<file path="src/hps_pkg.sv">
package hps_pkg;

	localparam int unsigned CLK_HZ            = 125_000_000;
	localparam int unsigned TICK_US           = 1;
	localparam int unsigned TICK_CYCLES       = CLK_HZ / 1_000_000 * TICK_US;
	localparam int unsigned TICK_W            = 7;

	localparam int unsigned DEBOUNCE_MS       = 32;
	localparam int unsigned DEBOUNCE_TICKS    = DEBOUNCE_MS * 1000 / TICK_US;
	localparam int unsigned SEQ_DELAY_US      = 125;
	localparam int unsigned SEQ_DELAY_TICKS   = SEQ_DELAY_US / TICK_US;
	localparam int unsigned SEQ_LONG_MS       = 10;
	localparam int unsigned SEQ_LONG_TICKS    = SEQ_LONG_MS * 1000 / TICK_US;
	localparam int unsigned RESET_DELAY_MS    = 20;
	localparam int unsigned RESET_DELAY_TICKS = RESET_DELAY_MS * 1000 / TICK_US;
	localparam int unsigned HOLD_WINDOW_MS    = 500;
	localparam int unsigned HOLD_WINDOW_TICKS = HOLD_WINDOW_MS * 1000 / TICK_US;
	localparam int unsigned TIMER_W           = 20;

	localparam int unsigned SYNC_W            = 8;
	localparam logic [7:0]  SYNC_RST          = 8'h02;

	typedef enum logic [9:0] {
		ST_OFF      = 10'h0001,
		ST_UP_FIRST = 10'h0002,
		ST_SEQ_DLY  = 10'h0004,
		ST_UP_BOTH  = 10'h0008,
		ST_RST_DLY  = 10'h0010,
		ST_HOLD_WIN = 10'h0020,
		ST_ON       = 10'h0040,
		ST_DN_RST   = 10'h0080,
		ST_DN_WAIT  = 10'h0100,
		ST_DN_DLY   = 10'h0200
	} hps_state_t;

endpackage : hps_pkg

</file>
<file path="src/hps_deb_if.sv">
`timescale 1ns/100ps
interface hps_deb_if;
	logic active;
	logic tick;
	logic settled;

	modport owner
	(
		output active,
		output tick,
		input  settled
	);
	modport filter
	(
		input  active,
		input  tick,
		output settled
	);
endinterface : hps_deb_if

</file>
<file path="src/hps_debounce.sv">
`timescale 1ns/100ps
module hps_debounce #(
	parameter int unsigned DEB_TICKS = hps_pkg::DEBOUNCE_TICKS
) (
	input wire logic       sys_clk,
	input wire logic       rstn,
	hps_deb_if.filter      deb
);
	import hps_pkg::*;

	localparam int unsigned CNT_W = $clog2(DEB_TICKS + 1);
	localparam logic [CNT_W-1:0] CNT_END = CNT_W'(DEB_TICKS);

	logic [CNT_W-1:0] cnt;

	// any drop to idle restarts the count
	always_ff @(posedge sys_clk or negedge rstn)
	begin
		if (!rstn)
			cnt <= '0;
		else if (!deb.active)
			cnt <= '0;
		else if (deb.tick && cnt != CNT_END)
			cnt <= cnt + 1'b1;
	end

	always_ff @(posedge sys_clk or negedge rstn)
	begin
		if (!rstn)
			deb.settled <= 1'b0;
		else
			deb.settled <= deb.active && (cnt == CNT_END);
	end

endmodule : hps_debounce

</file>
<file path="src/hps_sequencer.sv">
`timescale 1ns/100ps
module hps_sequencer #(
	parameter int unsigned DEB_TICKS  = hps_pkg::DEBOUNCE_TICKS,
	parameter int unsigned SEQ_TICKS  = hps_pkg::SEQ_DELAY_TICKS,
	parameter int unsigned LONG_TICKS = hps_pkg::SEQ_LONG_TICKS,
	parameter int unsigned RST_TICKS  = hps_pkg::RESET_DELAY_TICKS,
	parameter int unsigned HOLD_TICKS = hps_pkg::HOLD_WINDOW_TICKS
) (
	input  wire logic sys_clk,
	input  wire logic rstn,
	input  wire logic power_key_in,
	input  wire logic charger_detect_n,
	input  wire logic power_hold,
	input  wire logic long_delay_sel,
	input  wire logic first_above_upper,
	input  wire logic first_below_lower,
	input  wire logic second_above_upper,
	input  wire logic second_below_lower,
	output logic      first_regulator_en,
	output logic      second_regulator_en,
	output logic      proc_reset_n,
	output logic      key_irq_n,
	output logic      charger_present
);
	import hps_pkg::*;

	localparam logic [TICK_W-1:0]  TICK_END  = TICK_W'(TICK_CYCLES - 1);
	localparam logic [TIMER_W-1:0] T_SEQ     = TIMER_W'(SEQ_TICKS);
	localparam logic [TIMER_W-1:0] T_LONG    = TIMER_W'(LONG_TICKS);
	localparam logic [TIMER_W-1:0] T_RST     = TIMER_W'(RST_TICKS);
	localparam logic [TIMER_W-1:0] T_HOLD    = TIMER_W'(HOLD_TICKS);

	hps_deb_if key_if ();
	hps_deb_if chg_if ();

	logic [SYNC_W-1:0]  sync1;
	logic [SYNC_W-1:0]  sync2;
	logic [TICK_W-1:0]  div;
	logic               tick;
	logic [TIMER_W-1:0] tmr;
	logic               first_good;
	logic               second_good;
	logic               key_seen;
	logic               chg_seen;
	logic               key_boot;
	hps_state_t         state;
	hps_state_t         next_state;

	wire key_s    = sync2[0];
	wire chg_n_s  = sync2[1];
	wire hold_s   = sync2[2];
	wire long_s   = sync2[3];
	wire f_up_s   = sync2[4];
	wire f_lo_s   = sync2[5];
	wire s_up_s   = sync2[6];
	wire s_lo_s   = sync2[7];

	function automatic logic elapsed(input logic [TIMER_W-1:0] t,
		input logic [TIMER_W-1:0] lim);
		elapsed = (t >= lim);
	endfunction : elapsed

	function automatic logic in_boot(input hps_state_t s);
		in_boot = (s == ST_UP_FIRST) || (s == ST_SEQ_DLY) || (s == ST_UP_BOTH)
			|| (s == ST_RST_DLY) || (s == ST_HOLD_WIN);
	endfunction : in_boot

	function automatic logic second_on(input hps_state_t s);
		second_on = (s == ST_UP_BOTH) || (s == ST_RST_DLY) || (s == ST_HOLD_WIN)
			|| (s == ST_ON) || (s == ST_DN_RST);
	endfunction : second_on

	// pins come from outside the clock domain
	// reset value equals the idle key and charger pin levels: no false edge after reset
	always_ff @(posedge sys_clk or negedge rstn)
	begin
		if (!rstn)
		begin
			sync1 <= SYNC_RST;
			sync2 <= SYNC_RST;
		end
		else
		begin
			sync1 <= {second_below_lower, second_above_upper, first_below_lower,
				first_above_upper, long_delay_sel, power_hold, charger_detect_n,
				power_key_in};
			sync2 <= sync1;
		end
	end

	// 1 us enable keeps the long timers narrow
	always_ff @(posedge sys_clk or negedge rstn)
	begin
		if (!rstn)
		begin
			div  <= '0;
			tick <= 1'b0;
		end
		else
		begin
			tick <= (div == TICK_END);
			div  <= (div == TICK_END) ? '0 : div + 1'b1;
		end
	end

	assign key_if.active = key_s;
	assign key_if.tick   = tick;
	assign chg_if.active = !chg_n_s;
	assign chg_if.tick   = tick;

	hps_debounce #(.DEB_TICKS(DEB_TICKS)) u_key_deb
	(
		.sys_clk (sys_clk),
		.rstn    (rstn),
		.deb     (key_if.filter)
	);

	hps_debounce #(.DEB_TICKS(DEB_TICKS)) u_chg_deb
	(
		.sys_clk (sys_clk),
		.rstn    (rstn),
		.deb     (chg_if.filter)
	);

	// hysteresis: set at upper, clear at lower, else hold
	always_ff @(posedge sys_clk or negedge rstn)
	begin
		if (!rstn)
		begin
			first_good  <= 1'b0;
			second_good <= 1'b0;
		end
		else
		begin
			if (f_lo_s)
				first_good <= 1'b0;
			else if (f_up_s)
				first_good <= 1'b1;
			if (s_lo_s)
				second_good <= 1'b0;
			else if (s_up_s)
				second_good <= 1'b1;
		end
	end

	// edge memory so a held key wakes only once
	always_ff @(posedge sys_clk or negedge rstn)
	begin
		if (!rstn)
		begin
			key_seen <= 1'b0;
			chg_seen <= 1'b0;
		end
		else
		begin
			key_seen <= key_if.settled;
			chg_seen <= chg_if.settled;
		end
	end

	wire key_press = key_if.settled && !key_seen;
	wire chg_on    = chg_if.settled;
	// charger left in after power-down wakes nothing until reinserted
	wire chg_rise  = chg_if.settled && !chg_seen;
	// flags stay clear until first good, so uv is judged only once both were up
	wire uv        = !first_good || !second_good;

	always_comb
	begin
		next_state = state;
		case (state)
			ST_OFF:
				if (key_press || chg_rise)
					next_state = ST_UP_FIRST;
			ST_UP_FIRST:
				if (first_good)
					next_state = ST_SEQ_DLY;
			ST_SEQ_DLY:
				if (elapsed(tmr, long_s ? T_LONG : T_SEQ))
					next_state = ST_UP_BOTH;
			ST_UP_BOTH:
				if (first_good && second_good)
					next_state = ST_RST_DLY;
			ST_RST_DLY:
				if (uv)
					next_state = ST_DN_RST;
				else if (elapsed(tmr, T_RST))
					next_state = ST_HOLD_WIN;
			ST_HOLD_WIN:
				if (uv)
					next_state = ST_DN_RST;
				else if (hold_s)
					next_state = ST_ON;
				// charger present: expiry is harmless, stay up until it leaves
				else if (elapsed(tmr, T_HOLD))
					next_state = chg_on ? ST_ON : ST_DN_RST;
			ST_ON:
				if (uv)
					next_state = ST_DN_RST;
				else if (!hold_s && !chg_on)
					next_state = ST_DN_RST;
			ST_DN_RST:
				if (elapsed(tmr, T_RST))
					next_state = ST_DN_WAIT;
			ST_DN_WAIT:
				if (!second_good)
					next_state = ST_DN_DLY;
			ST_DN_DLY:
				if (elapsed(tmr, long_s ? T_LONG : T_SEQ))
					next_state = ST_OFF;
			// stray codes fall back to off
			default:
				next_state = ST_OFF;
		endcase
	end

	always_ff @(posedge sys_clk or negedge rstn)
	begin
		if (!rstn)
			state <= ST_OFF;
		else
			state <= next_state;
	end

	// timer restarts on every state change
	// saturates so a long stay never wraps into a false expiry
	always_ff @(posedge sys_clk or negedge rstn)
	begin
		if (!rstn)
			tmr <= '0;
		else if (next_state != state)
			tmr <= '0;
		else if (tick && tmr != '1)
			tmr <= tmr + 1'b1;
	end

	// charger boot bypasses the key path
	always_ff @(posedge sys_clk or negedge rstn)
	begin
		if (!rstn)
			key_boot <= 1'b0;
		else if (state == ST_OFF && next_state == ST_UP_FIRST)
			key_boot <= key_press && !chg_rise;
	end

	always_ff @(posedge sys_clk or negedge rstn)
	begin
		if (!rstn)
		begin
			first_regulator_en  <= 1'b0;
			second_regulator_en <= 1'b0;
			proc_reset_n        <= 1'b0;
		end
		else
		begin
			// driven from next_state so outputs move with the state register
			first_regulator_en  <= (next_state != ST_OFF);
			second_regulator_en <= second_on(next_state);
			proc_reset_n        <= (next_state == ST_HOLD_WIN) || (next_state == ST_ON);
		end
	end

	// interrupt low from key press until the hold window resolves
	// a charger boot never sets it; key_boot low forces it high
	always_ff @(posedge sys_clk or negedge rstn)
	begin
		if (!rstn)
			key_irq_n <= 1'b1;
		else if (state == ST_OFF && key_press && !chg_rise)
			key_irq_n <= 1'b0;
		else if (!key_boot || !in_boot(next_state))
			key_irq_n <= 1'b1;
	end

	always_ff @(posedge sys_clk or negedge rstn)
	begin
		if (!rstn)
			charger_present <= 1'b0;
		else
			charger_present <= chg_on;
	end

endmodule : hps_sequencer

</file>
<file path="config.mk">
export PLATFORM = sky130hd
export DESIGN_NAME = hps_sequencer
export DESIGN_NICKNAME = d
export VERILOG_FILES = /design/src/hps_pkg.sv /design/src/hps_deb_if.sv /design/src/hps_debounce.sv /design/src/hps_sequencer.sv
export SDC_FILE = /design/constraint.sdc
export NUM_CORES = 1
export LEC_CHECK = 0
export BUFFER_PORTS_ARGS = -buffer_cell sky130_fd_sc_hd__buf_2
export CAP_MARGIN = 20
export CORE_AREA = 2 2 77 115
export CTS_CLUSTER_DIAMETER = 150
export CTS_CLUSTER_SIZE = 25
export DETAILED_ROUTE_END_ITERATION = 8
export DIE_AREA = 0 0 79 117
export PLACE_DENSITY = 0.87
export SYNTH_ARGS = -nofsm -noshare
export SYNTH_HDL_FRONTEND = slang
export SYNTH_SLANG_ARGS = --single-unit
</file>
<file path="constraint.sdc">
create_clock -name sys_clk -period 3 [get_ports sys_clk]
set_input_delay 0.3 -clock sys_clk [delete_from_list [all_inputs] [get_ports sys_clk]]
set_output_delay 0.3 -clock sys_clk [all_outputs]
set_load 0.03 [all_outputs]
</file>
Yosys cells after proc, flatten, opt, wreduce, memory -nomap -nowiden --
Cells that the tools add are included.
Operators by class: equal/unequal tests 26, $lt $le $gt $ge 3, add/sub/neg operators 4, reduce and logical (&&, ||, !) cells 40, muxes and demuxes 30
Operators by type and width (count):
- 10-bit two-way mux | 14
- 10-bit case mux with 10 select lines | 1
- 15-bit two-way mux | 4
- 20-bit two-way mux | 2
- 15-bit by 1-bit adder with 15-bit output (second input constant) | 2
- 15-bit equality test (second input constant) | 2
- 15-bit != test (second input constant) | 2
- 20-bit by 1-bit adder with 20-bit output (second input constant) | 1
- 10-bit by 2-bit equality test with 1-bit output (second input constant) | 2
- 10-bit by 3-bit equality test with 1-bit output (second input constant) | 2
- 10-bit by 4-bit equality test with 1-bit output (second input constant) | 2
- 10-bit by 5-bit equality test with 1-bit output (second input constant) | 2
- 10-bit by 6-bit equality test with 1-bit output (second input constant) | 2
- 10-bit by 7-bit equality test with 1-bit output (second input constant) | 2
- 10-bit by 8-bit equality test with 1-bit output (second input constant) | 2
- 20-bit by 14-bit greater-or-equal comparator with 1-bit output | 1
- 20-bit by 15-bit greater-or-equal comparator with 1-bit output (second input constant) | 1
- 20-bit by 19-bit greater-or-equal comparator with 1-bit output (second input constant) | 1
- 20-bit != test (second input constant) | 1
- 14-bit two-way mux | 1
- 1-bit logical AND | 13
- 1-bit logical OR | 12
- 10-bit by 1-bit equality test with 1-bit output (second input constant) | 1
- 10-bit equality test (second input constant) | 1
- 11 further kinds | 29
Word-level totals: word-level logic and storage cells 122, register bits after elaboration 95, bits of input ports 10, output and inout port bits 5

Logic depth before layout (Yosys ltp) --
Gate-level depths: netlist of the first run.
word-level depth 14, gate-level depth with buffers 11, gate-level depth less buffers 10

Hierarchy --
From an unflattened synthesis of the first run, not the netlist that was laid out.
Second synthesis, totals: cell total of the unflattened synthesis 546, area, all modules 5230.0 µm²
Modules (own cells, without submodules):
- hps_sequencer | times used 1, area each 3423.3 µm², cells each 366, sequential area each 1581.5 µm²
- hps_debounce | times used 2, area each 903.4 µm², cells each 90, sequential area each 400.4 µm²

Worst setup path after synthesis of the first run --
No wires, ideal clock.
path kind register to register, from register sync2[3], to register tmr[1], period minus slack after synthesis 2.664 ns, arrival 2.558 ns, buffers on the path 1, stages on the path, launching flop included 12, setup slack 0.336 ns, library setup time 0.107 ns, required time 2.893 ns, cell sequence dfrtp_1 -> inv_1 -> ha_1 -> or4b_1 -> a21oi_1 -> o211ai_1 -> a21o_1 -> a211oi_1 -> or3_1 -> nand4_1 -> buf_4 -> a2111oi_4
Between the ends: cells in the longest elaborated chain, start to end 6, elaborated cells between the ends (all ways) 8, those cells by class order compare: 1; eq/ne: 1; mux: 5; reduce/logical: 1
Ends and longest elaborated chain:
- start, declared | RTL line hps_sequencer.sv:37 | logic [SYNC_W-1:0] sync2;
- start signal, assigned | RTL line hps_sequencer.sv:87 | sync2 <= sync1;
- 14-bit two-way mux * | RTL line hps_sequencer.sv:179, hps_sequencer.sv:209
- 20-bit by 14-bit greater-or-equal comparator with 1-bit output * | RTL line hps_sequencer.sv:60 | elapsed = (t >= lim);
- 10-bit two-way mux, on equally long branches | RTL line hps_sequencer.sv:209, hps_sequencer.sv:179
- 10-bit case mux with 10 select lines * | RTL line hps_sequencer.sv:171 | case (state)
- 10-bit != test * | RTL line hps_sequencer.sv:231 | else if (next_state != state)
- 20-bit two-way mux or 2-bit nonzero test (tied branches)
- end signal, assigned | RTL line hps_sequencer.sv:234 | tmr <= tmr + 1'b1;
- end, declared | RTL line hps_sequencer.sv:40 | logic [TIMER_W-1:0] tmr;
Mark *: on every way between the ends. The rest lies on a longest branch, timed or not. A chain may end at the register's enable or synchronous reset.

Final worst setup path of the first run --
from register state[4], to register tmr[6]
Between the ends: cells in the longest elaborated chain, start to end 6, elaborated cells between the ends (all ways) 28, those cells by class eq/ne: 11; mux: 16; reduce/logical: 1
Ends and longest elaborated chain:
- start, declared | RTL line hps_sequencer.sv:46 | hps_state_t state;
- start signal, assigned | RTL line hps_sequencer.sv:222 | state <= next_state;
- 10-bit two-way mux | RTL line hps_sequencer.sv:195 | else if (elapsed(tmr, T_HOLD))
- 10-bit two-way mux | RTL line hps_sequencer.sv:192 | else if (hold_s)
- 10-bit two-way mux | RTL line hps_sequencer.sv:190 | if (uv)
- 10-bit case mux with 10 select lines | RTL line hps_sequencer.sv:171
- 10-bit != test * | RTL line hps_sequencer.sv:231
- 20-bit two-way mux or 2-bit nonzero test (tied branches)
Marks and branches as above.

==> results.md, run 1 <==
- Status: complete, no violations
- Tcrit/Tclk final: 95.06%
- Pwr Density: roughly 460 nW/um^2
- CP max stage delay: 0.58 ns
- Post-Synth Simple-Gate Area: 26.06%
- P&R area growth vs syn: 11.17%
- Worst hold path class: in -> async
- Largest net degree at the start of global routing: 68
- CP delay by family, top: simple AND/OR/NAND/NOR gates
- Clock sink count: 95
- Pre-CTS WS: -0.01682 ns
- Initial DRC count: 350
- Hold Fails Final Rpt: 0
- Peak VDD IR: between 0.4 and 0.5 mV
- Routed WL per cell: 17.39 um
- Total core area: just over 8000 sq um
- Clock Latency Late Sink: approximately 0.35 ns
- DIE HEIGHT: approximately 120 um
- Drt first pass iters: 5
- I/O pin count: 15
- CP max FO: 17
- Yosys reg bits: 95
- RSZ-0062 raised after global routing: false
- Placement Rows: 41
- Fin Clk Skew: 0.008213 ns
- Max H-tree Level: 3
- Number of global-route vias before repair: 4036
- Worst EP arrival: 3.10 ns
- Synth top area share: between 40% and 50%
- Post-Place Cell Area: 5186 sq um
- Most frequent cells in the layout: 89 x dfrtp_1, 47 x nor2_1, 37 x nand2_1
- CTS Buffer Depth: 2
- Syn Nets: 537
- Final Cell Area: 5529 sq um
- Placed wire-length estimate: 7.563 mm
- Initial Util: 59.85%
- Worst Path Required: 3.25 ns
- Top_reg_cell synth: dfrtp_1
- Library cells used by synthesis: 64
- Fillers: 638
- Async SR Flop Fraction: 100.0%
- M3 GR Usage: between 4 and 5%
- GP Congestion: around 0.93
- Layer with the highest usage: met2
- Reg area: 2385 sq um
- Post-Synth Adder-Cell Area: ~4.3%
- Most common cell after layout, fill and taps aside: dfrtp_1
- Slew @ Worst Pin: 0.8314 ns
- DRC Markers: 0
- Initial antenna violation count: 0
- CP bufs+invs: 1
- Minimum clock period: approximately 2.9 ns
- CP endpoint kind: flip-flop
- Mapped Avg Cell Area: slightly below 10 sq um
- Diode count: 0
- Final wirelength: 11.15 mm
- Layout cells sized above 1: 11.61%
- Cts hold-fix bufs: 0
- Syn. warnings: 0
- Full die area: 9243 sq um
- Avg Vias per Cell: around 6.3
- Final Util: around 67%
- Largest family of logic cells by synthesized area: simple AND/OR/NAND/NOR gates
- Post-route antenna net violation count: 0
- Startpoint types: flip-flop
- Yosys top cell by area: dfrtp_1
- WS Path Type: reg -> reg
- Total grt overflow: 0
- Total CTS buffers: 9
- Buffers on Ports: 14
- Largest cells by area after synthesis: dfrtp_1 46%, ha_1 4.3%, xor2_1 4.1%, xnor2_1 3.7%, nor2_1 3.5%
- PnR worst setup slack: 0.1481 ns
- Area taken by multi-input logic gates: roughly 2500 sq um
- Via count: 4068
- Post-Synthesis Cells: 510
- Final setup viols: 0
- Seq/Total Area, Yosys: a little under half
- CTS tree: built
- Post-synthesis xor/xnor area fraction: 7.748%
- Multiplexer share of the synthesized area: 0.6038%
- Cell Chain, Critical Path: or3_4 > or4_4 > nor3_4 > a311oi_1 > nand2_1 > nor2_1 > o31a_1 > buf_4 > nor3_1
- Reg clk slew, reported paths: 0.07 ns
- First-pass GRT wire length: 18.95 mm
- Post-synthesis compound-gate area fraction: 10.44%
- Slowest stage cell, crit path: or4_4
- Met1 usage: 31.14%
- Fmax: 350.6 MHz
- CTS Root Cell: clkbuf_16
- Met2 GRT Util: 45.25%
- Synth Cell Area: 4974 sq um
- Post-synth EDFFs: 0
- Fin Hold WS: 0.03442 ns
- Leak pwr: 2.474 nW
- Tot GR Track Use: 26.33%
- Slew HR: 44.57%
- Total of max-cap violations: 0
- Final #Nets: 556
- Fin. max-slew vios: 0
- Die width: between 70 and 80 um
repair_timing:
action | 4_1_cts | 5_1_grt
resized for setup | 1 | 8
setup buffers | 0 | 0
pin swaps | 0 | 2
endpoints found under the setup margin | 3 | 20
flip-flops by register name (all words and copies together) (netlist names), 7 cells and up:
register and cells:
sync1 8, state 10, div 7, u_chg_deb.cnt 15, tmr 20, u_key_deb.cnt 15
sync2 8
cell usage after synthesis (17+ instances only):
cell	count
a21oi_1	18
dfrtp_1	91
ha_1	17
inv_1	19
nand2_1	37
nand3_1	26
nand4_1	17
nor2_1	47
nor3_1	31
o21ai_0	20
xnor2_1	21
xor2_1	23
routing by layer:
metal / up-vias / part of all wire (%)
met4: 0 / 4.1
met1: 1988 / 37
met3: 42 / 4.8
met2: 171 / 54
met5: - / 0
li1: 1867 / -
cell type report:
cell class	instances	share of cell area [%]
Timing Repair Buffer	25	2.874
Clock inverter	5	1.154
Tap cell	107	2.421
Sequential cell	95	43.13
Clock buffer	11	4.390
Multi-Input combinational cell	379	44.74
Inverter	19	1.290
worst reg2reg max path, stage by stage, from the launching register on:
cell and delay, ns:
dfrtp_1 0.41, or3_4 0.44, or4_4 0.58, nor3_4 0.26
a311oi_1 0.11, nand2_1 0.11, nor2_1 0.05, o31a_1 0.34
buf_4 0.24, nor3_1 0.22
cells by family (layout without fill, tap and decap cells):
| group | count (synthesis) | count (layout) |
|---|---|---|
| buffers and inverters | 36 | 60 |
| DFF | 95 | 95 |
| and+or+nand+nor | 238 | 238 |
| adders and majority gates | 17 | 17 |
| muxes | 3 | 3 |
| AOI/OAI and AO/OA | 77 | 77 |
| xor gates and xnor gates | 44 | 44 |
metrics by stage:
stage               power (mW)  instances  TNS [ns]
floorplan                1.361        510         0
global placement         1.400        625         0
detailed placement       1.405        625  -0.02275
CTS                      2.571        641         0
global route             2.634        641         0
finish                   2.558        641         0
where the power goes:
| part | total [mW] | switching (mW) | internal (mW) | leakage [nW] |
|---|---|---|---|---|
| Combinational | 0.0649 | 0.0458 | 0.0191 | 1.07 |
| Sequential | 1.32 | 0.0178 | 1.30 | 1.26 |
| Clock | 1.18 | 0.501 | 0.677 | 0.147 |
final timing paths:
path	startpoint	endpoint	slack (ns)	cells past startpoint
worst max-delay path	state[4]	tmr[6]	0.15	9
worst min register to register	sync1[7]	sync2[7]	0.35	0
min in group sys_clk	charger_detect_n	sync1[1]	0.05	1
max in group asynchronous	rstn	sync2[3]	2.20	2
worst min-delay path	rstn	u_chg_deb.cnt[7]	0.03	1
worst max register to register	state[4]	tmr[6]	0.15	9
Note: power is estimated with default switching activity, not from simulation.
==> inputs of run 2 (changes only) <==
Settings changed: PLACE_DENSITY 0.87 to 0.8.
==> results.md, run 2 (synthesized netlist as in run 1, its figures left out) <==
- Reg with most FFs: tmr
- CP endpoint kind: flip-flop
- Total CTS buffers: 9 (unchanged)
- CTS Buffer Depth: 2 (unchanged)
- Reg clk slew, reported paths: 0.07 ns (about the same)
- Slew HR: 40.79% (-3.8 points)
- RSZ-0062 raised after global routing: true
- Slew @ Worst Pin: 0.8766 ns (+0.04524 ns)
- Via count: 4025 (-1.1%)
- Clock sink count: 95 (unchanged)
- Slowest stage cell, crit path: or4b_4
- First-pass GRT wire length: 17.82 mm (-6.0%)
- Total core area: 8310 sq um (unchanged)
- WS Path Type: reg -> reg
- Leak pwr: 2.543 nW (+2.8%)
- Diode count: 0 (unchanged)
- Max reg flops: 20 (unchanged)
- Placed cell count: 630 (+0.80%)
- Die width: 79 um (unchanged)
- Clock Latency Late Sink: 0.35 ns (about the same)
- Routed met1 length: 4.568 mm (+9.3%)
- Top layer in use: met4
- Worst Path Required: 3.24 ns (about the same)
- P&R area growth vs syn: 14.77%
- Buffers on Ports: 14 (unchanged)
- Most common cell after layout, fill and taps aside: dfrtp_1
- Fin Hold WS: 0.05183 ns (+0.01742 ns)
- Tot GR Track Use: 24.48% (-1.9 points)
- Number of global-route vias before repair: 3931 (-2.6%)
- Final #Nets: 571 (+2.7%)
- Met3 WL post-DR: 383 um (-29%)
- DRC Markers: 0 (unchanged)
- Placement Rows: 41 (unchanged)
- DIE HEIGHT: 117 um (unchanged)
- Routed WL per cell: 17.13 um (-1.5%)
- Sw frac: 24.01% (+2.0 points)
- Final setup viols: 0 (unchanged)
- CP max stage delay: 0.54 ns (-0.04 ns)
- Full die area: 9243 sq um (unchanged)
- Total grt overflow: 0 (unchanged)
- Layout cells sized above 1: 15.48% (+3.9 points)
- Post-route antenna net violation count: 0 (unchanged)
- PnR worst setup slack: 0.08438 ns (-0.06372 ns)
- Fin. max-slew vios: 0 (unchanged)
- Minimum clock period: 2.916 ns (+0.06372 ns)
- Total of max-cap violations: 0 (unchanged)
- Pwr Density: 439.2 nW/um^2 (-5.1%)
- Most frequent CP cell: buf_6
- Fin Clk Skew: 0.009122 ns (+0.0009091 ns)
- Worst EP arrival: 3.16 ns (+0.06 ns)
- Most frequent cells in the layout: 89 x dfrtp_1, 47 x nor2_1, 37 x nand2_1
- Placed wire-length estimate: 7.452 mm (-1.5%)
- Avg Vias per Cell: 6.136 (-3.3%)
- Non-filler cells, final: 656 (+2.3%)
- Fmax: 343.0 MHz (-2.2%)
- Worst hold path class: in -> reg
- Status: complete, no violations
- CTS tree: built
- Initial DRC count: 263 (-25%)
- GP Congestion: 0.9065 (-2.4%)
- CTS Root Cell: clkbuf_16
- Clock power share: 44.4% (-1.6 points)
- Metal2 WL: 5.932 mm (-0.67%)
- Sequential Power Share: 52.5% (+1.0 points)
- Largest net degree at the start of global routing: 46 (-32%)
- Tcrit/Tclk final: 97.19% (+2.1 points)
- NetSw: 0.6021 mW (+6.7%)
- Max H-tree Level: 3 (unchanged)
- Peak VDD IR: 0.4452 mV (-9.5%)
- Startpoint types: flip-flop
- Final wirelength: 11.24 mm (+0.81%)
- Cell Chain, Critical Path: buf_6 > ha_2 > or4b_4 > a21oi_2 > o211ai_1 > a21o_1 > a211oi_2 > or3_1 > nand4_1 > buf_6 > a2111oi_4
- CP max FO: 5 (-12)
- Pint: 1.905 mW (-4.5%)
- Initial Util: 59.85% (unchanged)
- Pre-CTS WS: 0.03984 ns (+0.05665 ns)
- Drt first pass iters: 6 (+1)
- Comb power frac: 3.1% (+0.6 points)
- Initial antenna violation count: 0 (unchanged)
- Largest regs: tmr x20, u_chg_deb.cnt x15, u_key_deb.cnt x15
- I/O pin count: 15 (unchanged)
- Hold Fails Final Rpt: 0 (unchanged)
==> run 2: worst max-delay path, delay by kind of cell (launching register included) <==
kind / cells / cell delay, ns
adder cells (fa/ha/maj): 1 / 0.18
flip-flops: 1 / 0.47
AND/OR/NAND/NOR: 3 / 0.86
AO/OA/AOI/OAI: 5 / 0.93
buffers and inverters: 2 / 0.36
==> run 2: final cells by class <==
class | count | area, sq um
timing repair buffer | 40 | 272.8
sequential | 95 | 2385
fill | 629 | 2603
inverter | 19 | 76.32
clock inverter | 7 | 70.07
tap | 107 | 133.9
clock buffer | 9 | 225.2
multi-input combinational | 379 | 2545
==> run 2: timing repair <==
| action | 4_1_cts | 5_1_grt |
|---|---|---|
| endpoints found under the hold margin | 42 | 0 |
| hold buffers | 1 | 0 |
| endpoints found under the setup margin | 0 | 20 |
| setup buffers | 0 | 7 |
| gates resized for setup | 0 | 20 |
==> run 2: final timing paths <==
path | from | to | slack (ns) | depth (start not counted)
min | charger_detect_n | sync1[1] | 0.05 | 1
max in group asynchronous | rstn | key_irq_n | 1.69 | 3
max reg2reg | sync2[3] | tmr[1] | 0.08 | 11
min reg2reg | sync1[6] | sync2[6] | 0.35 | 0
max | sync2[3] | tmr[1] | 0.08 | 11
min in group asynchronous | rstn | tmr[9] | 0.49 | 2
==> run 2: power by group through the flow <==
stage | clock network [mW] | registers [mW] | logic (mW)
floorplan | 0 | 1.33 | 0.0301
global placement | 0 | 1.34 | 0.0648
detailed placement | 0 | 1.34 | 0.0677
CTS | 1.12 | 1.32 | 0.0696
global route | 1.17 | 1.32 | 0.0872
finish | 1.11 | 1.32 | 0.0772
==> run 2: routing by layer <==
| metal | global-route usage [%] | vias to the layer above |
|---|---|---|
| li1 | - | 1895 |
| met1 | 28.61 | 1961 |
| met2 | 43.73 | 132 |
| met3 | 4.755 | 37 |
| met4 | 10.69 | 0 |
| met5 | 0 | - |
==> run 2: per-stage QoR <==
| step | util [%] | total power, mW | TNS, ns | instance area, sq um |
|---|---|---|---|---|
| floorplan | - | 1.361 | 0 | 4974 |
| global placement | 62.86 | 1.403 | 0 | 5224 |
| detailed placement | 62.86 | 1.407 | 0 | 5224 |
| CTS | 66.53 | 2.505 | 0 | 5529 |
| global route | 68.68 | 2.578 | -0.6707 | 5708 |
| finish | 68.68 | 2.507 | 0 | 5708 |
==> inputs of run 3 (changes only) <==
Settings changed: ABC_AREA set to 1, CORE_AREA 2 2 77 115 to 2 2 80 120, CTS_BUF_LIST set to sky130_fd_sc_hd__clkbuf_16, DIE_AREA 0 0 79 117 to 0 0 82 122, PLACE_DENSITY 0.8 to 0.81.
==> results.md, run 3 <==
- Post CTS Setup Buffer Count: 0 (unchanged)
- Fin Clk Skew: 0.009745 ns (+0.0006224 ns)
- Total core area: 9039 sq um (+8.8%)
- Leak pwr: 2.893 nW (+14%)
- DRC Markers: 0 (unchanged)
- RR Endpoint: tmr[0]
- Syn. warnings: 0 (unchanged)
- Max reg flops: 20 (unchanged)
- Fin. max-slew vios: 0 (unchanged)
- Status: complete, but fails checks
- Clock Latency Late Sink: 0.35 ns (about the same)
- Initial Util: 61.00% (+1.2 points)
- Hold Fails Final Rpt: 17 (+17)
- Library cells used by synthesis: 52 (-19%)
- R2R cell count: 15 (+4)
- Largest net degree at the start of global routing: 96 (+110%)
- Mapped Avg Cell Area: 8.038 sq um (-18%)
- GP Congestion: 0.9474 (+4.5%)
- Drt first pass iters: 7 (+1)
- Slowest stage cell, crit path: dfrtp_1
- CP max stage delay: 0.44 ns (-0.10 ns)
- Via count: 4631 (+15%)
- Buffers on Ports: 14 (unchanged)
- WS Path Type: reg -> reg
- Pwr Density: 411.3 nW/um^2 (-6.3%)
- Setup_tns: 0 ns (unchanged)
- I/O pin count: 15 (unchanged)
- Post-synth top cells: 115 x nand2_1, 91 x dfrtp_1, 91 x inv_1
- Largest regs: tmr x20, u_chg_deb.cnt x15, u_key_deb.cnt x15
- Pint: 1.880 mW (-1.3%)
- CP delay by family, top: simple AND/OR/NAND/NOR gates
- Layer with the highest usage: met2
- Top_reg_cell synth: dfrtp_1
- Most common cell after layout, fill and taps aside: nand2_1
- Final wirelength: 12.00 mm (+6.8%)
- Startpoint types: flip-flop
- Slew HR: 64.44% (+24 points)
- Top-count cell post-synth: nand2_1
- Layout cells sized above 1: 15.09% (-0.39 points)
- Total CTS buffers: 9 (unchanged)
- Routed WL per cell: 14.61 um (-15%)
- Tcrit/Tclk final: 85.63% (-12 points)
- Met1 usage: 28.84% (+0.23 points)
- Total grt overflow: 0 (unchanged)
- Met2 GRT Util: 46.54% (+2.8 points)
- Peak VDD IR: 0.4298 mV (-3.5%)
- Full die area: 10000 sq um (+8.2%)
- Yosys top cell by area: dfrtp_1
- Post-route antenna net violation count: 0 (unchanged)
- Sequential Power Share: 53.2% (+0.7 points)
- Synth top area share: 41.30% (-4.5 points)
- Reg clk slew, reported paths: 0.07 ns (about the same)
- Sw frac: 23.34% (-0.68 points)
- Async SR Flop Fraction: 100.0% (unchanged)
- Tot GR Track Use: 26.15% (+1.7 points)
- Largest cells by area after synthesis: dfrtp_1 41%, nand2_1 7.8%, inv_1 6.2%, nor2_1 5.9%, nand3_1 3.9%
- M3 GR Usage: 5.111% (+0.36 points)
- Worst hold path class: in -> async
- Synth Cell Area: 5514 sq um (+11%)
- CTS resizes: 0 (unchanged)
- Die width: 82 um (+3.8%)
- Clock sink count: 95 (unchanged)
- Fin Hold WS: -0.04958 ns (-0.1014 ns)
- Seq/Total Area, Yosys: 43.20% (-4.7 points)
- Clock power share: 44.5% (about the same)
- First-pass GRT wire length: 20.27 mm (+14%)
- Diode count: 0 (unchanged)
- Initial antenna violation count: 0 (unchanged)
- Worst r2r src: sync2[3]
- Syn Nets: 713 (+33%)
- Avg Vias per Cell: 5.641 (-8.1%)
- Fillers: 727 (+16%)
- Placed wire-length estimate: 8.872 mm (+19%)
- CP max FO: 18 (+13)
- Final Power: 2.453 mW (-2.2%)
- Reg2Reg Setup Slack: 0.43 ns (+0.35 ns)
- Slew @ Worst Pin: 0.5285 ns (-0.3481 ns)
- CP endpoint kind: flip-flop
- Post-synth EDFFs: 0 (unchanged)
- Placement Rows: 43 (+4.9%)
- Cts hold-fix bufs: 0 (-1)
- CTS tree: built
- Most frequent CP cell: nand2_1
- Total of max-cap violations: 0 (unchanged)
- Initial DRC count: 328 (+25%)
- Final #Nets: 731 (+28%)
- DIE HEIGHT: 122 um (+4.3%)
- Number of global-route vias before repair: 4687 (+19%)
- RSZ-0062 raised after global routing: false
- CTS Buffer Depth: 2 (unchanged)
- Fmax: 389.3 MHz (+14%)
- Minimum clock period: 2.569 ns (-0.3469 ns)
- CP bufs+invs: 2 (unchanged)
- Post-Synthesis Cells: 686 (+35%)
- Reg with most FFs: tmr
- Cell Chain, Critical Path: inv_1 > ha_1 > nand2_1 > nand2_1 > a21oi_2 > nand2_1 > a21oi_2 > nand2_2 > nand2_2 > nand2_1 > a21oi_1 > nand4_2 > nor2_4 > inv_4 > nor3_1
- CTS Root Cell: clkbuf_16
- Worst Path Required: 3.26 ns (+0.02 ns)
- P&R area growth vs syn: 8.146%
- Final setup viols: 0 (unchanged)
- Comb power frac: 2.3% (-0.8 points)
- Yosys reg bits: 95 (unchanged)
- Failing checks: hold timing
- Worst EP arrival: 2.83 ns (-0.33 ns)
- Max H-tree Level: 3 (unchanged)
- NetSw: 0.5724 mW (-4.9%)
- Most frequent cells in the layout: 115 x nand2_1, 91 x inv_1, 91 x dfrtp_1
[run 3: per-stage QoR]
stage | util (%) | cell area [sq um] | std cells | setup WS [ns] | hold slack, ns
global route | 65.97 | 5963 | 821 | 0.1856 | 0.02308
floorplan | - | 5514 | 686 | 0.7609 | 0.004409
CTS | 65.97 | 5963 | 821 | 0.4238 | 0.02786
finish | 65.97 | 5963 | 821 | 0.4312 | -0.04958
global placement | 62.89 | 5684 | 805 | 0.6008 | 0.3313
detailed placement | 62.89 | 5684 | 805 | 0.4515 | 0.3370
[run 3: cell type report]
type | instances | area (sq um) | share of cell area [%]
Sequential cell | 95 | 2382 | 39.95
Inverter | 107 | 407.9 | 6.840
Timing Repair Buffer | 15 | 92.59 | 1.553
Multi-Input combinational cell | 476 | 2661 | 44.63
Tap cell | 112 | 140.1 | 2.350
Clock inverter | 7 | 53.80 | 0.9022
Clock buffer | 9 | 225.2 | 3.777
[run 3: worst max path at each step]
| stage | start | to | depth (start not counted) |
|---|---|---|---|
| after floorplan | sync2[3] | second_regulator_en | 14 |
| after global placement | sync2[3] | tmr[9] | 15 |
| after detailed placement | sync2[3] | tmr[0] | 15 |
| after CTS | sync2[3] | tmr[0] | 15 |
| after global routing | sync2[3] | second_regulator_en | 15 |
| final | sync2[3] | tmr[0] | 15 |
[run 3: logic make-up after synthesis]
| kind of cell | count (synthesis) | share of synthesized area [%] |
|---|---|---|
| AOI/OAI and AO/OA | 80 | 8.441 |
| xor gates and xnor gates | 13 | 2.065 |
| adders and majority gates | 17 | 3.857 |
| buffers and inverters | 115 | 8.532 |
| DFF | 95 | 43.20 |
| and+or+nand+nor | 366 | 33.90 |
[run 3: worst reg2reg max path: cells and delay by family, from the launching register on]
family,cells,cell delay (ns)
and+or+nand+nor,9,0.95
AOI/OAI and AO/OA,3,0.47
DFF,1,0.44
adders and majority gates,1,0.33
buffers and inverters,2,0.30
[run 3: layer usage]
| layer | routed length (um) | share of wire (%) |
|---|---|---|
| met5 | 0 | 0 |
| met4 | 506 | 4.2 |
| met3 | 412 | 3.4 |
| met2 | 6324 | 53 |
| met1 | 4755 | 40 |
[run 3: power groups by stage]
stage                     clock, mW  combinational, mW  sequential, mW
after detailed placement          0             0.0603            1.33
after global placement            0             0.0565            1.33
after CTS                      1.10             0.0608            1.30
final                          1.09             0.0576            1.30
after global routing           1.16             0.0679            1.31
after floorplan                   0             0.0221            1.32
